[config.mk]
export PLATFORM = sky130hd
export DESIGN_NAME = mpc_pin_control
export DESIGN_NICKNAME = d
export VERILOG_FILES = /design/src/mpc_pkg.sv /design/src/mpc_pin_control.sv
export SDC_FILE = /design/constraint.sdc
export NUM_CORES = 1
export LEC_CHECK = 0
export BUFFER_PORTS_ARGS = -buffer_cell sky130_fd_sc_hd__buf_4
export CAP_MARGIN = 20
export CORE_MARGIN = 5
export CORE_UTILIZATION = 45
export CTS_CLUSTER_SIZE = 12
export DETAILED_ROUTE_END_ITERATION = 12
export GPL_TIMING_DRIVEN = 0
export PLACE_DENSITY = 0.67
export SYNTH_ARGS = -nofsm -noshare
export SYNTH_HDL_FRONTEND = slang
export SYNTH_SLANG_ARGS = --single-unit
[constraint.sdc]
create_clock -name clk_sys_in -period 4.8 [get_ports clk_sys_in]
set_clock_uncertainty 0.1 [all_clocks]
set_input_delay 0.96 -clock clk_sys_in [delete_from_list [all_inputs] [get_ports clk_sys_in]]
set_output_delay 0.96 -clock clk_sys_in [all_outputs]
set_load 0.01 [all_outputs]
[src/mpc_pkg.sv]
package mpc_pkg;
  // register offsets on the 8-bit register port
  localparam logic [7:0] MPC_OFS_PIN_TWO = 8'h63;
  localparam logic [7:0] MPC_OFS_REUSE = 8'h64;
  localparam logic [7:0] MPC_OFS_AUX = 8'h6E;
  // values after reset and writable bits per register
  localparam logic [7:0] MPC_PIN_TWO_RST = 8'h00;
  localparam logic [7:0] MPC_REUSE_RST = 8'h00;
  localparam logic [7:0] MPC_AUX_RST = 8'h00;
  localparam logic [7:0] MPC_PIN_TWO_WMASK = 8'hFA;
  localparam logic [7:0] MPC_REUSE_WMASK = 8'hEE;
  localparam logic [7:0] MPC_AUX_WMASK = 8'h01;
  // field positions in multipurpose_pin_two_control
  localparam int MPC_FUNC_HI = 7;
  localparam int MPC_FUNC_LO = 4;
  localparam int MPC_GP_OUT_BIT = 3;
  localparam int MPC_GP_IN_BIT = 2;
  localparam int MPC_DUR_BIT = 1;
  // field positions in bus_pin_reuse_control
  localparam int MPC_DATA_ROLE_HI = 7;
  localparam int MPC_DATA_ROLE_LO = 6;
  localparam int MPC_DATA_OUT_BIT = 5;
  localparam int MPC_DATA_IN_BIT = 4;
  localparam int MPC_CLK_ROLE_HI = 3;
  localparam int MPC_CLK_ROLE_LO = 2;
  localparam int MPC_CLK_OUT_BIT = 1;
  localparam int MPC_CLK_IN_BIT = 0;
  // field position in the auxiliary register: 1 drives the bit clock out
  localparam int MPC_BCLK_DIR_BIT = 0;
  // multipurpose pin function codes
  localparam logic [3:0] MPC_F_DISABLED = 4'h0;
  localparam logic [3:0] MPC_F_RESERVED = 4'h1;
  localparam logic [3:0] MPC_F_JACK_IRQ = 4'h2;
  localparam logic [3:0] MPC_F_GP_IN = 4'h3;
  localparam logic [3:0] MPC_F_GP_OUT = 4'h4;
  localparam logic [3:0] MPC_F_DMIC_A = 4'h5;
  localparam logic [3:0] MPC_F_DMIC_B = 4'h6;
  localparam logic [3:0] MPC_F_DMIC_C = 4'h7;
  localparam logic [3:0] MPC_F_BCLK = 4'h8;
  localparam logic [3:0] MPC_F_HS_BP = 4'h9;
  localparam logic [3:0] MPC_F_ALL4 = 4'hA;
  localparam logic [3:0] MPC_F_SC_AGC = 4'hB;
  localparam logic [3:0] MPC_F_HS_BP_SC = 4'hC;
  localparam logic [3:0] MPC_F_AGC = 4'hD;
  localparam logic [3:0] MPC_F_UNLISTED = 4'hE;
  localparam logic [3:0] MPC_F_BP = 4'hF;
  // control-bus pin roles
  localparam logic [1:0] MPC_ROLE_NONE = 2'h0;
  localparam logic [1:0] MPC_ROLE_IN = 2'h1;
  localparam logic [1:0] MPC_ROLE_OUT = 2'h2;
  // interrupt pulse timing
  localparam int MPC_CLK_PERIOD_NS = 10;
  localparam int MPC_PULSE_NS = 2_000_000;
  localparam int MPC_JACK_PULSE_NS = 1_750_000;
  localparam int MPC_PULSE_CYCLES = MPC_PULSE_NS / MPC_CLK_PERIOD_NS;
  localparam int MPC_JACK_PULSE_CYCLES = MPC_JACK_PULSE_NS / MPC_CLK_PERIOD_NS;
  localparam int MPC_CNT_W = 18;
  typedef enum logic [1:0] {MPC_ST_IDLE, MPC_ST_PULSE, MPC_ST_GAP} mpc_irq_state_e;
endpackage

[src/mpc_pin_control.sv]
`timescale 1ns/1ps
// Summary of operation
// - function field resets to 0000 (pin disabled); 0011 makes the pin a general-purpose input.
// - code 0010 drives the jack detect interrupt, active high, about 1.75 ms.
// - digital-microphone codes 0101-0111 take pin data on both mic clock edges.
// - code 1000 carries the serial bit clock, direction programmable.
// - code 1001 outputs headset-detect OR button-press.
// - code 1010 outputs OR of headset, button, short-circuit and noise detect.
// - code 1011 outputs short-circuit OR noise detect.
// - code 1100 outputs headset OR button OR short-circuit.
// - code 1101 outputs noise detect only; 1111 outputs button press only.
// - as general-purpose output the pin drives control bit D3, reset 0.
// - read-only bit D2 returns the present pin level.
// - with D1 at 0 each interrupt is one high pulse of about 2 ms, or about 1.75 ms for code 0010.
// - with D1 at 1 pulses repeat until the interrupt flag register is read.
// - data-line role field: 00 unused, 01 input, 10 output, 11 never written.
// - control-bus pins only pull low; high comes from the external pullup.
// - data-line output bit 0 pulls low, 1 releases the pin.
// - as input, read-only bit D4 reports the data-line level.
// - clock-line role field: 00 unused, 01 input, 10 output, 11 never written.
// - clock-line output bit D1 pulls low or releases; D0 reports its level.
// - the bus pin reuse only acts in SPI mode; otherwise bus function stays.
module mpc_pin_control #(
  parameter int unsigned PULSE_CYCLES = mpc_pkg::MPC_PULSE_CYCLES,
  parameter int unsigned JACK_PULSE_CYCLES = mpc_pkg::MPC_JACK_PULSE_CYCLES
) (
  input wire logic clk_sys_in,
  input wire logic rst_in,
  input wire logic [7:0] reg_addr_in,
  input wire logic [7:0] reg_wdata_in,
  input wire logic reg_wr_in,
  input wire logic reg_rd_in,
  output logic [7:0] reg_rdata_out,
  input wire logic headset_irq_in,
  input wire logic button_irq_in,
  input wire logic short_irq_in,
  input wire logic noise_irq_in,
  input wire logic irq_flags_read_in,
  input wire logic bclk_int_in,
  output logic bclk_ext_out,
  input wire logic dmic_clk_in,
  output logic dmic_rise_data_out,
  output logic dmic_fall_data_out,
  output logic dmic_valid_out,
  input wire logic multipurpose_pin_two_in,
  output logic multipurpose_pin_two_out,
  output logic multipurpose_pin_two_oe_out,
  input wire logic spi_select_in,
  input wire logic bus_data_pull_in,
  input wire logic bus_clk_pull_in,
  input wire logic data_pin_in,
  output logic data_pin_out,
  output logic data_pin_oe_out,
  input wire logic clk_pin_in,
  output logic clk_pin_out,
  output logic clk_pin_oe_out
);
  import mpc_pkg::*;

  ////////////////////////////////////////////////////////////////////////////
  // registers
  logic [7:0] pin_two_reg;
  logic [7:0] reuse_reg;
  logic [7:0] aux_reg;
  logic [7:0] rdata;
  logic [7:0] next_pin_two_reg;
  logic [7:0] next_reuse_reg;
  logic [7:0] next_aux_reg;
  logic [7:0] next_rdata;
  logic [3:0] func;
  logic [1:0] od_pin_in;
  logic [1:0] od_level;

  assign func = pin_two_reg[MPC_FUNC_HI:MPC_FUNC_LO];
  assign od_pin_in = {clk_pin_in, data_pin_in};

  always_comb begin
    next_pin_two_reg = pin_two_reg;
    next_reuse_reg = reuse_reg;
    next_aux_reg = aux_reg;
    next_rdata = 8'h00;
    // reserved bits (pin register D0, aux register D7-D1) and read-only bits are masked out of every write
    if (reg_wr_in) begin
      case (reg_addr_in)
        MPC_OFS_PIN_TWO: next_pin_two_reg = reg_wdata_in & MPC_PIN_TWO_WMASK;
        MPC_OFS_REUSE: next_reuse_reg = reg_wdata_in & MPC_REUSE_WMASK;
        MPC_OFS_AUX: next_aux_reg = reg_wdata_in & MPC_AUX_WMASK;
        default: ;
      endcase
    end
    if (reg_rd_in) begin
      case (reg_addr_in)
        MPC_OFS_PIN_TWO: begin
          next_rdata = pin_two_reg;
          next_rdata[MPC_GP_IN_BIT] = multipurpose_pin_two_in;
        end
        MPC_OFS_REUSE: begin
          next_rdata = reuse_reg;
          next_rdata[MPC_DATA_IN_BIT] = od_level[0];
          next_rdata[MPC_CLK_IN_BIT] = od_level[1];
        end
        MPC_OFS_AUX: next_rdata = aux_reg;
        default: next_rdata = 8'h00;
      endcase
    end
  end

  always_ff @(posedge clk_sys_in) begin
    if (rst_in) begin
      pin_two_reg <= MPC_PIN_TWO_RST;
      reuse_reg <= MPC_REUSE_RST;
      aux_reg <= MPC_AUX_RST;
      rdata <= 8'h00;
    end else begin
      pin_two_reg <= next_pin_two_reg;
      reuse_reg <= next_reuse_reg;
      aux_reg <= next_aux_reg;
      rdata <= next_rdata;
    end
  end

  assign reg_rdata_out = rdata;

  ////////////////////////////////////////////////////////////////////////////
  // interrupt source selection and pulse generator
  mpc_irq_state_e state;
  mpc_irq_state_e next_state;
  logic [MPC_CNT_W-1:0] cnt;
  logic [MPC_CNT_W-1:0] next_cnt;
  logic [MPC_CNT_W-1:0] pulse_len;
  logic src_prev;
  logic next_src_prev;
  logic pending;
  logic next_pending;
  logic irq_func;
  logic irq_src;
  logic irq_event;
  logic repeat_mode;
  logic keep_going;

  assign repeat_mode = pin_two_reg[MPC_DUR_BIT];

  always_comb begin
    irq_func = 1'b1;
    irq_src = 1'b0;
    case (func)
      MPC_F_JACK_IRQ: irq_src = headset_irq_in;
      MPC_F_HS_BP: irq_src = headset_irq_in | button_irq_in;
      MPC_F_ALL4: irq_src = headset_irq_in | button_irq_in | short_irq_in | noise_irq_in;
      MPC_F_SC_AGC: irq_src = short_irq_in | noise_irq_in;
      MPC_F_HS_BP_SC: irq_src = headset_irq_in | button_irq_in | short_irq_in;
      MPC_F_AGC: irq_src = noise_irq_in;
      MPC_F_BP: irq_src = button_irq_in;
      default: irq_func = 1'b0;
    endcase
  end

  // the jack detect code has its own shorter pulse
  assign pulse_len = (func == MPC_F_JACK_IRQ) ? MPC_CNT_W'(JACK_PULSE_CYCLES - 1) : MPC_CNT_W'(PULSE_CYCLES - 1);
  assign irq_event = irq_func & irq_src & ~src_prev;
  // an event in the cycle of the flag read wins over the read
  assign keep_going = repeat_mode & (irq_event | (pending & ~irq_flags_read_in));

  always_comb begin
    next_state = state;
    next_cnt = cnt;
    next_src_prev = irq_src;
    next_pending = irq_event | (pending & ~irq_flags_read_in);
    case (state)
      MPC_ST_IDLE: begin
        if (irq_event) begin
          next_state = MPC_ST_PULSE;
          next_cnt = pulse_len;
        end
      end
      MPC_ST_PULSE: begin
        if (!irq_func) begin
          next_state = MPC_ST_IDLE;
        end else if (cnt != '0) begin
          next_cnt = cnt - 1'b1;
        end else if (keep_going) begin
          next_state = MPC_ST_GAP;
          next_cnt = pulse_len;
        end else begin
          next_state = MPC_ST_IDLE;
        end
      end
      MPC_ST_GAP: begin
        if (!irq_func || !keep_going) begin
          next_state = MPC_ST_IDLE;
        end else if (cnt != '0) begin
          next_cnt = cnt - 1'b1;
        end else begin
          next_state = MPC_ST_PULSE;
          next_cnt = pulse_len;
        end
      end
      default: next_state = MPC_ST_IDLE;
    endcase
  end

  always_ff @(posedge clk_sys_in) begin
    if (rst_in) begin
      state <= MPC_ST_IDLE;
      cnt <= '0;
      src_prev <= 1'b0;
      pending <= 1'b0;
    end else begin
      state <= next_state;
      cnt <= next_cnt;
      src_prev <= next_src_prev;
      pending <= next_pending;
    end
  end

  ////////////////////////////////////////////////////////////////////////////
  // multipurpose pin drive, bit clock and digital microphone capture
  logic mp_out;
  logic mp_oe;
  logic bclk_ext;
  logic dmic_clk_prev;
  logic dmic_rise;
  logic dmic_fall;
  logic dmic_valid;
  logic next_mp_out;
  logic next_mp_oe;
  logic next_bclk_ext;
  logic next_dmic_rise;
  logic next_dmic_fall;
  logic next_dmic_valid;
  logic dmic_mode;

  assign dmic_mode = (func == MPC_F_DMIC_A) || (func == MPC_F_DMIC_B) || (func == MPC_F_DMIC_C);

  always_comb begin
    next_mp_out = 1'b0;
    next_mp_oe = 1'b0;
    next_bclk_ext = 1'b0;
    next_dmic_rise = dmic_rise;
    next_dmic_fall = dmic_fall;
    next_dmic_valid = 1'b0;
    if (irq_func) begin
      next_mp_oe = 1'b1;
      next_mp_out = (state == MPC_ST_PULSE);
    end else begin
      case (func)
        MPC_F_GP_OUT: begin
          next_mp_oe = 1'b1;
          next_mp_out = pin_two_reg[MPC_GP_OUT_BIT];
        end
        MPC_F_BCLK: begin
          // bit clock passes through one flop, so it lags the serial bus by a cycle
          next_mp_oe = aux_reg[MPC_BCLK_DIR_BIT];
          next_mp_out = aux_reg[MPC_BCLK_DIR_BIT] & bclk_int_in;
          next_bclk_ext = ~aux_reg[MPC_BCLK_DIR_BIT] & multipurpose_pin_two_in;
        end
        // disabled, reserved, input, microphone and unlisted codes leave the pin floating
        default: next_mp_oe = 1'b0;
      endcase
    end
    if (dmic_mode) begin
      if (dmic_clk_in && !dmic_clk_prev) begin
        next_dmic_rise = multipurpose_pin_two_in;
      end
      if (!dmic_clk_in && dmic_clk_prev) begin
        next_dmic_fall = multipurpose_pin_two_in;
        next_dmic_valid = 1'b1;
      end
    end
  end

  always_ff @(posedge clk_sys_in) begin
    if (rst_in) begin
      mp_out <= 1'b0;
      mp_oe <= 1'b0;
      bclk_ext <= 1'b0;
      dmic_clk_prev <= 1'b0;
      dmic_rise <= 1'b0;
      dmic_fall <= 1'b0;
      dmic_valid <= 1'b0;
    end else begin
      mp_out <= next_mp_out;
      mp_oe <= next_mp_oe;
      bclk_ext <= next_bclk_ext;
      dmic_clk_prev <= dmic_clk_in;
      dmic_rise <= next_dmic_rise;
      dmic_fall <= next_dmic_fall;
      dmic_valid <= next_dmic_valid;
    end
  end

  assign multipurpose_pin_two_out = mp_out;
  assign multipurpose_pin_two_oe_out = mp_oe;
  assign bclk_ext_out = bclk_ext;
  assign dmic_rise_data_out = dmic_rise;
  assign dmic_fall_data_out = dmic_fall;
  assign dmic_valid_out = dmic_valid;

  ////////////////////////////////////////////////////////////////////////////
  // control-bus pins: index 0 is the data line, index 1 the clock line
  logic [1:0] od_role [2];
  logic [1:0] od_rel;
  logic [1:0] od_bus_pull;
  logic [1:0] od_oe;
  logic [1:0] od_out;

  assign od_role[0] = reuse_reg[MPC_DATA_ROLE_HI:MPC_DATA_ROLE_LO];
  assign od_role[1] = reuse_reg[MPC_CLK_ROLE_HI:MPC_CLK_ROLE_LO];
  assign od_rel = {reuse_reg[MPC_CLK_OUT_BIT], reuse_reg[MPC_DATA_OUT_BIT]};
  assign od_bus_pull = {bus_clk_pull_in, bus_data_pull_in};

  for (genvar i = 0; i < 2; i++) begin : g_od
    logic next_oe;
    logic next_out;
    always_comb begin
      next_out = 1'b0;
      next_oe = od_bus_pull[i];
      od_level[i] = 1'b0;
      if (spi_select_in) begin
        // role 11 is never written; it falls back to plain bus function
        if (od_role[i] == MPC_ROLE_OUT) begin
          next_oe = ~od_rel[i];
        end else if (od_role[i] == MPC_ROLE_IN) begin
          od_level[i] = od_pin_in[i];
        end
      end
    end
    always_ff @(posedge clk_sys_in) begin
      if (rst_in) begin
        od_oe[i] <= 1'b0;
        od_out[i] <= 1'b0;
      end else begin
        od_oe[i] <= next_oe;
        od_out[i] <= next_out;
      end
    end
  end

  assign data_pin_oe_out = od_oe[0];
  assign data_pin_out = od_out[0];
  assign clk_pin_oe_out = od_oe[1];
  assign clk_pin_out = od_out[1];
endmodule

; ---- Word level (Yosys, flattened, before mapping)
; Index checks and enable logic that the tools add are counted.
[word_totals]
elab_cells = 120
input_bits = 33
ff_bits = 52
out_inout_bits = 18
[classes]
n_addsub = 1
eq_ne = 27
mux = 33
n_bitwise = 19
n_reduce_logical = 23
[ops]
columns = op, n
row1 = $mux W18, 6
row2 = $pmux W18 S3, 1
row3 = $eq A4 B4 Y1 const B, 7
row4 = $eq A8 B7 Y1 const B, 3
row5 = $pmux W8 S3, 1
row6 = $reduce_bool A18 Y1, 1
row7 = $sub A18 B1 Y18 const B, 1
row8 = $mux W17, 1
row9 = $eq A4 B3 Y1 const B, 4
row10 = $mux W1, 14
row11 = $mux W2, 6
row12 = $reduce_and A2 Y1, 5
row13 = $ne A3 B3 Y1 const B, 3
row14 = $not A1 Y1, 8
row15 = $pmux W1 S7, 1
row16 = $reduce_or A7 Y1, 1
row17 = $and A1 B1 Y1, 6
row18 = $eq A2 B1 Y1 const B, 3
row19 = $eq A2 B2 Y1 const B, 3
row20 = $ne A2 B2 Y1 const B, 3
row21 = $pmux W2 S3, 1
row22 = $or A1 B1 Y1, 5
row23 = $reduce_and A5 Y1, 1
row24 = $eq A4 B2 Y1 const B, 1
row25 = 9 further kinds, 17

; ---- Longest topological paths before layout
[logic_depth]
word_depth = 12
depth_mapped = 10

; ---- Least setup slack after synthesis
; OpenSTA, ideal clock, no wires.
[synth_timing]
path_type = input -> register
from = input button_irq_in
to = register cnt[14]
arrival_ns = 2.792
setup_slack_ns = 1.792
n_path_buf = 1
cell_stages = 7
setup_ns = 0.116
path_cell_list = o21ba_1 -> o311a_1 -> o41ai_2 -> a21oi_2 -> o31a_1 -> buf_2 -> a41o_1
[synth_between]
elab_chain_len = 12
elab_cells_between_ends = 14
[synth_rtl]
columns = item, line
row1 = from (decl), mpc_pin_control.sv:35  ; input wire logic button_irq_in,
row2 = $or A1 B1 Y1, "mpc_pin_control.sv:148, mpc_pin_control.sv:149, mpc_pin_control.sv:151"
row3 = $or A1 B1 Y1, "mpc_pin_control.sv:149, mpc_pin_control.sv:151"
row4 = $or A1 B1 Y1, mpc_pin_control.sv:149  ; MPC_F_ALL4: irq_src = headset_irq_in | button_irq_in | short_irq_in | noise_irq_in;
row5 = $pmux W1 S7 *, mpc_pin_control.sv:146  ; case (func)
row6 = $and A1 B1 Y1 * (2 in a row), mpc_pin_control.sv:160  ; assign irq_event = irq_func & irq_src & ~src_prev;
row7 = $or A1 B1 Y1, mpc_pin_control.sv:162  ; assign keep_going = repeat_mode & (irq_event | (pending & ~irq_flags_read_in));
row8 = $and A1 B1 Y1, mpc_pin_control.sv:162
row9 = $logic_not A1 Y1, mpc_pin_control.sv:189  ; if (!irq_func || !keep_going) begin
row10 = $logic_or A1 B1 Y1, mpc_pin_control.sv:189
row11 = $ne A2 B2 Y1 (no source line), --
row12 = $reduce_and A5 Y1 (no source line) *, --
row13 = to (signal assigned), mpc_pin_control.sv:210  ; cnt <= next_cnt;
row14 = to (decl), mpc_pin_control.sv:128  ; logic [MPC_CNT_W-1:0] cnt;
; Every way passes the cells marked *; elsewhere a longest branch is shown, timed or not.
; A chain may end at the register's enable or synchronous reset.

; ---- Worst setup path in the final report
[layout_timing]
from = input button_irq_in
to = register cnt[11]
; Same word-level chain as after synthesis.

==> impl_metrics.tcl <==
set metrics [dict create \
    cp-end-kind "flop" \
    dr_wl_met3_um 351 \
    yosys.area_share.simple 0.276 \
    critical_path.slowest_cell "o41ai_2" \
    n_antenna_cell 0 \
    power.density_nw_per_um2 255 \
    synth_fa_ha_area_frac 0.0236 \
    synth-xor-area-share 0 \
    die_w_um 86.7 \
    met1_length_mm 3.42 \
    ys_seq_elements 52 \
    hold_buffers 0 \
    worstReg2RegEnd "cnt[11]" \
    largest_register_ffs 18 \
    pwr-share-clk 0.312 \
    async_flop_share 0 \
    cpPeakStageDelay_ns 0.53 \
    path_max_fanout 8 \
    drt_first_pass_iters 5 \
    power.share.switching 0.276 \
    multi_input_area_um2 1490 \
    ios 51 \
    grt-ovfl-total 0 \
    die_area_um2 7520 \
    cts_tree "built" \
    worstSetupPathType "in -> reg" \
    drtAntennaViolNets 0 \
    chipHeight_um 86.7 \
    hold-path-cell-count 2 \
    r2r_slack_ns 1.73 \
    leakage_nw 1.19 \
    p_comb_frac 0.145 \
    seqPwrFrac 0.543 \
    status "finished clean" \
    drt_wl_total_mm 6.88 \
    gp_congestion 0.875 \
    dr_wl_met2_mm 3.01 \
    period_needed_ns 3.16 \
    post_cts_buffers 0 \
    required_ns 4.91 \
    htree_levels 2 \
    synth_mux_area_frac 0.0113 \
    syn_inst 323 \
    cp_cell_sequence "buf_4 > o21ba_1 > o311a_1 > o41ai_2 > a21oi_2 > o31ai_4 > nor2_2 > a311oi_1" \
    cts_resized 0 \
    area_growth_pct 20.5 \
    worstHoldPathType "reg -> reg" \
    synth-edff-count 0 \
    rsz0062_at_grt "false" \
    synth-seq-area-share 0.393 \
    clock_sinks 52 \
    yosys_most_used_dff "dfxtp_1" \
    synth-compound-area-share 0.248 \
    clockBufferDepth 2 \
    io_buffer_count 47 \
    hold_start "pin_two_reg[3]" \
    slew_violations 0 \
    top_layer_used "met4" \
    cts_buffers 5 \
    grt_pass1_wl_mm 11.2 \
    grt_max_degree 17 \
    finalHoldViolations 0 \
    seq_area_um2 1040 \
    synth_top_area_frac 0.393 \
    grt_pass1_vias 2299 \
    final_util 0.549 \
    synth_common_cells "dfxtp_1, a21oi_1, nor2_1" \
    cp.arrival_ns 3.27 \
    max_slew_margin 0.341 \
    start_util 0.455 \
    critPathLaunch "button_irq_in" \
    timing.rr.start "cnt[0]" \
    holdPathEnd "pin_two_reg[3]" \
    synth_top_family_by_area "simple AND/OR/NAND/NOR gates" \
    fin_tns_setup_ns 0 \
    vias 2546 \
    insertion_delay_ns 0.31 \
    drt_iter0_markers 207 \
    num_rows 28 \
    worstMarginPinSlew_ns 0.973 \
    dpl.hpwl_mm 5.11 \
    vdd_drop_max_mv 0.151 \
    r2r_cells 9 \
    ctsRootBufferMaster "clkbuf_8" \
    internal_power_w 0.000589 \
    route.detailed.drc 0 \
    vias_per_cell 5.60 \
    start_kind "input pin" \
    synth_top_area_cell "dfxtp_1" \
    antenna_found_initial 0 \
    ys_top_cells_by_area "dfxtp_1, a21oi_1, nor2_1" \
    track_usage 0.187 \
    yosysWarnings 0 \
    post_drt_wl_per_cell_um 15.1 \
    fillers 571 \
    setup_viol 0 \
    synthesis.area_um2 2650 \
    drv_cap 0 \
    regMostFlops "cnt" \
    max_clock_freq_mhz 317 \
    core_um2 5820 \
    nNetsFinal 417 \
    drive_gt1_frac 0.211 \
    clk_pin_slew_ns 0.10 \
    avgSynthCellArea_um2 8.20 \
    yosysMostFrequentCell "dfxtp_1" \
    switching_power_w 0.000224 \
    synthDistinctLibCells 62 \
    min_period_over_period 0.658 \
]
==> power groups by stage <==
| stage | Combinational [W] | Sequential [W] | Clock [W] |
|---|---|---|---|
| finish | 0.000118 | 0.000442 | 0.000254 |
| global route | 0.000129 | 0.000443 | 0.000279 |
| CTS | 0.000117 | 0.000442 | 0.000260 |
| detailed placement | 0.000116 | 0.000452 | 0 |
| global placement | 0.000115 | 0.000452 | 0 |
| floorplan | 0.0000729 | 0.000451 | 0 |
==> layer usage <==
layer,track usage,up-vias
met3,0.0390,10
met1,0.262,1171
met5,0,-
met4,0.0510,0
li1,-,1292
met2,0.292,73
==> cells in the final DEF, fill, tap and decap left out, drive strengths merged, types with 2 or more instances in the layout <==
cell type and count:
conb 2, clkinv 3, ha 5, nor3b 6
nand3 14, inv 8, or3 5, dfxtp 52
nand2 30, a311oi 5, nor3 9, nand3b 2
a32oi 3, mux2i 3, nor2 34, and2 3
a32o 3, nand2b 10, o311ai 2, and3 2
nor2b 5, or4 2, o21a 2, buf 58
nor4b 2, o21ai 19, nor4 6, a41o 2
clkbuf 14, a21oi 41, a22oi 6, and3b 3
o31ai 3
==> how the worst max path moves through the flow <==
stage               endpoint  cells after the start  slack, ns
global route         cnt[11]                      8       1.54
CTS                  cnt[11]                      8       1.68
finish               cnt[11]                      8       1.64
detailed placement   cnt[11]                      8       1.36
floorplan            cnt[14]                      7       1.79
global placement     cnt[11]                      8       1.35
==> area by class of cell <==
class                   instances  share of cell area
flip-flops and latches         52               0.326
multi-input cells             245               0.466
clock buffers                   5              0.0216
well taps                      75              0.0294
inverters                       8             0.00941
plain buffers                  19              0.0294
repair buffers                 48               0.112
clock inverters                 3             0.00588
==> cell families (layout without fill, tap and decap cells) <==
family	Yosys count	after routing
compound gates	97	97
fa+ha+maj	5	5
buf+inv	27	83
flops	52	52
mux	3	3
other cells	1	2
simple gates	138	138
==> stage by stage <==
stage          instance area (um^2)  hold slack [ns]  setup WS (ns)  std cells  power (W)
3_3_place_gp                   3100            0.368           1.35        446   0.000567
2_1_floorplan                  2650            0.345           1.79        324   0.000524
6_report                       3190            0.383           1.64        455   0.000814
5_1_grt                        3190            0.399           1.54        455   0.000851
3_5_place_dp                   3100            0.371           1.36        446   0.000568
4_1_cts                        3190            0.385           1.68        454   0.000819
==> worst max-delay path, delay by kind of cell <==
| kind | cells | cell delay, ns |
|---|---|---|
| simple gates | 1 | 0.17 |
| buf+inv | 1 | 0.12 |
| compound gates | 6 | 2.01 |
(Power assumes the default switching activity.)
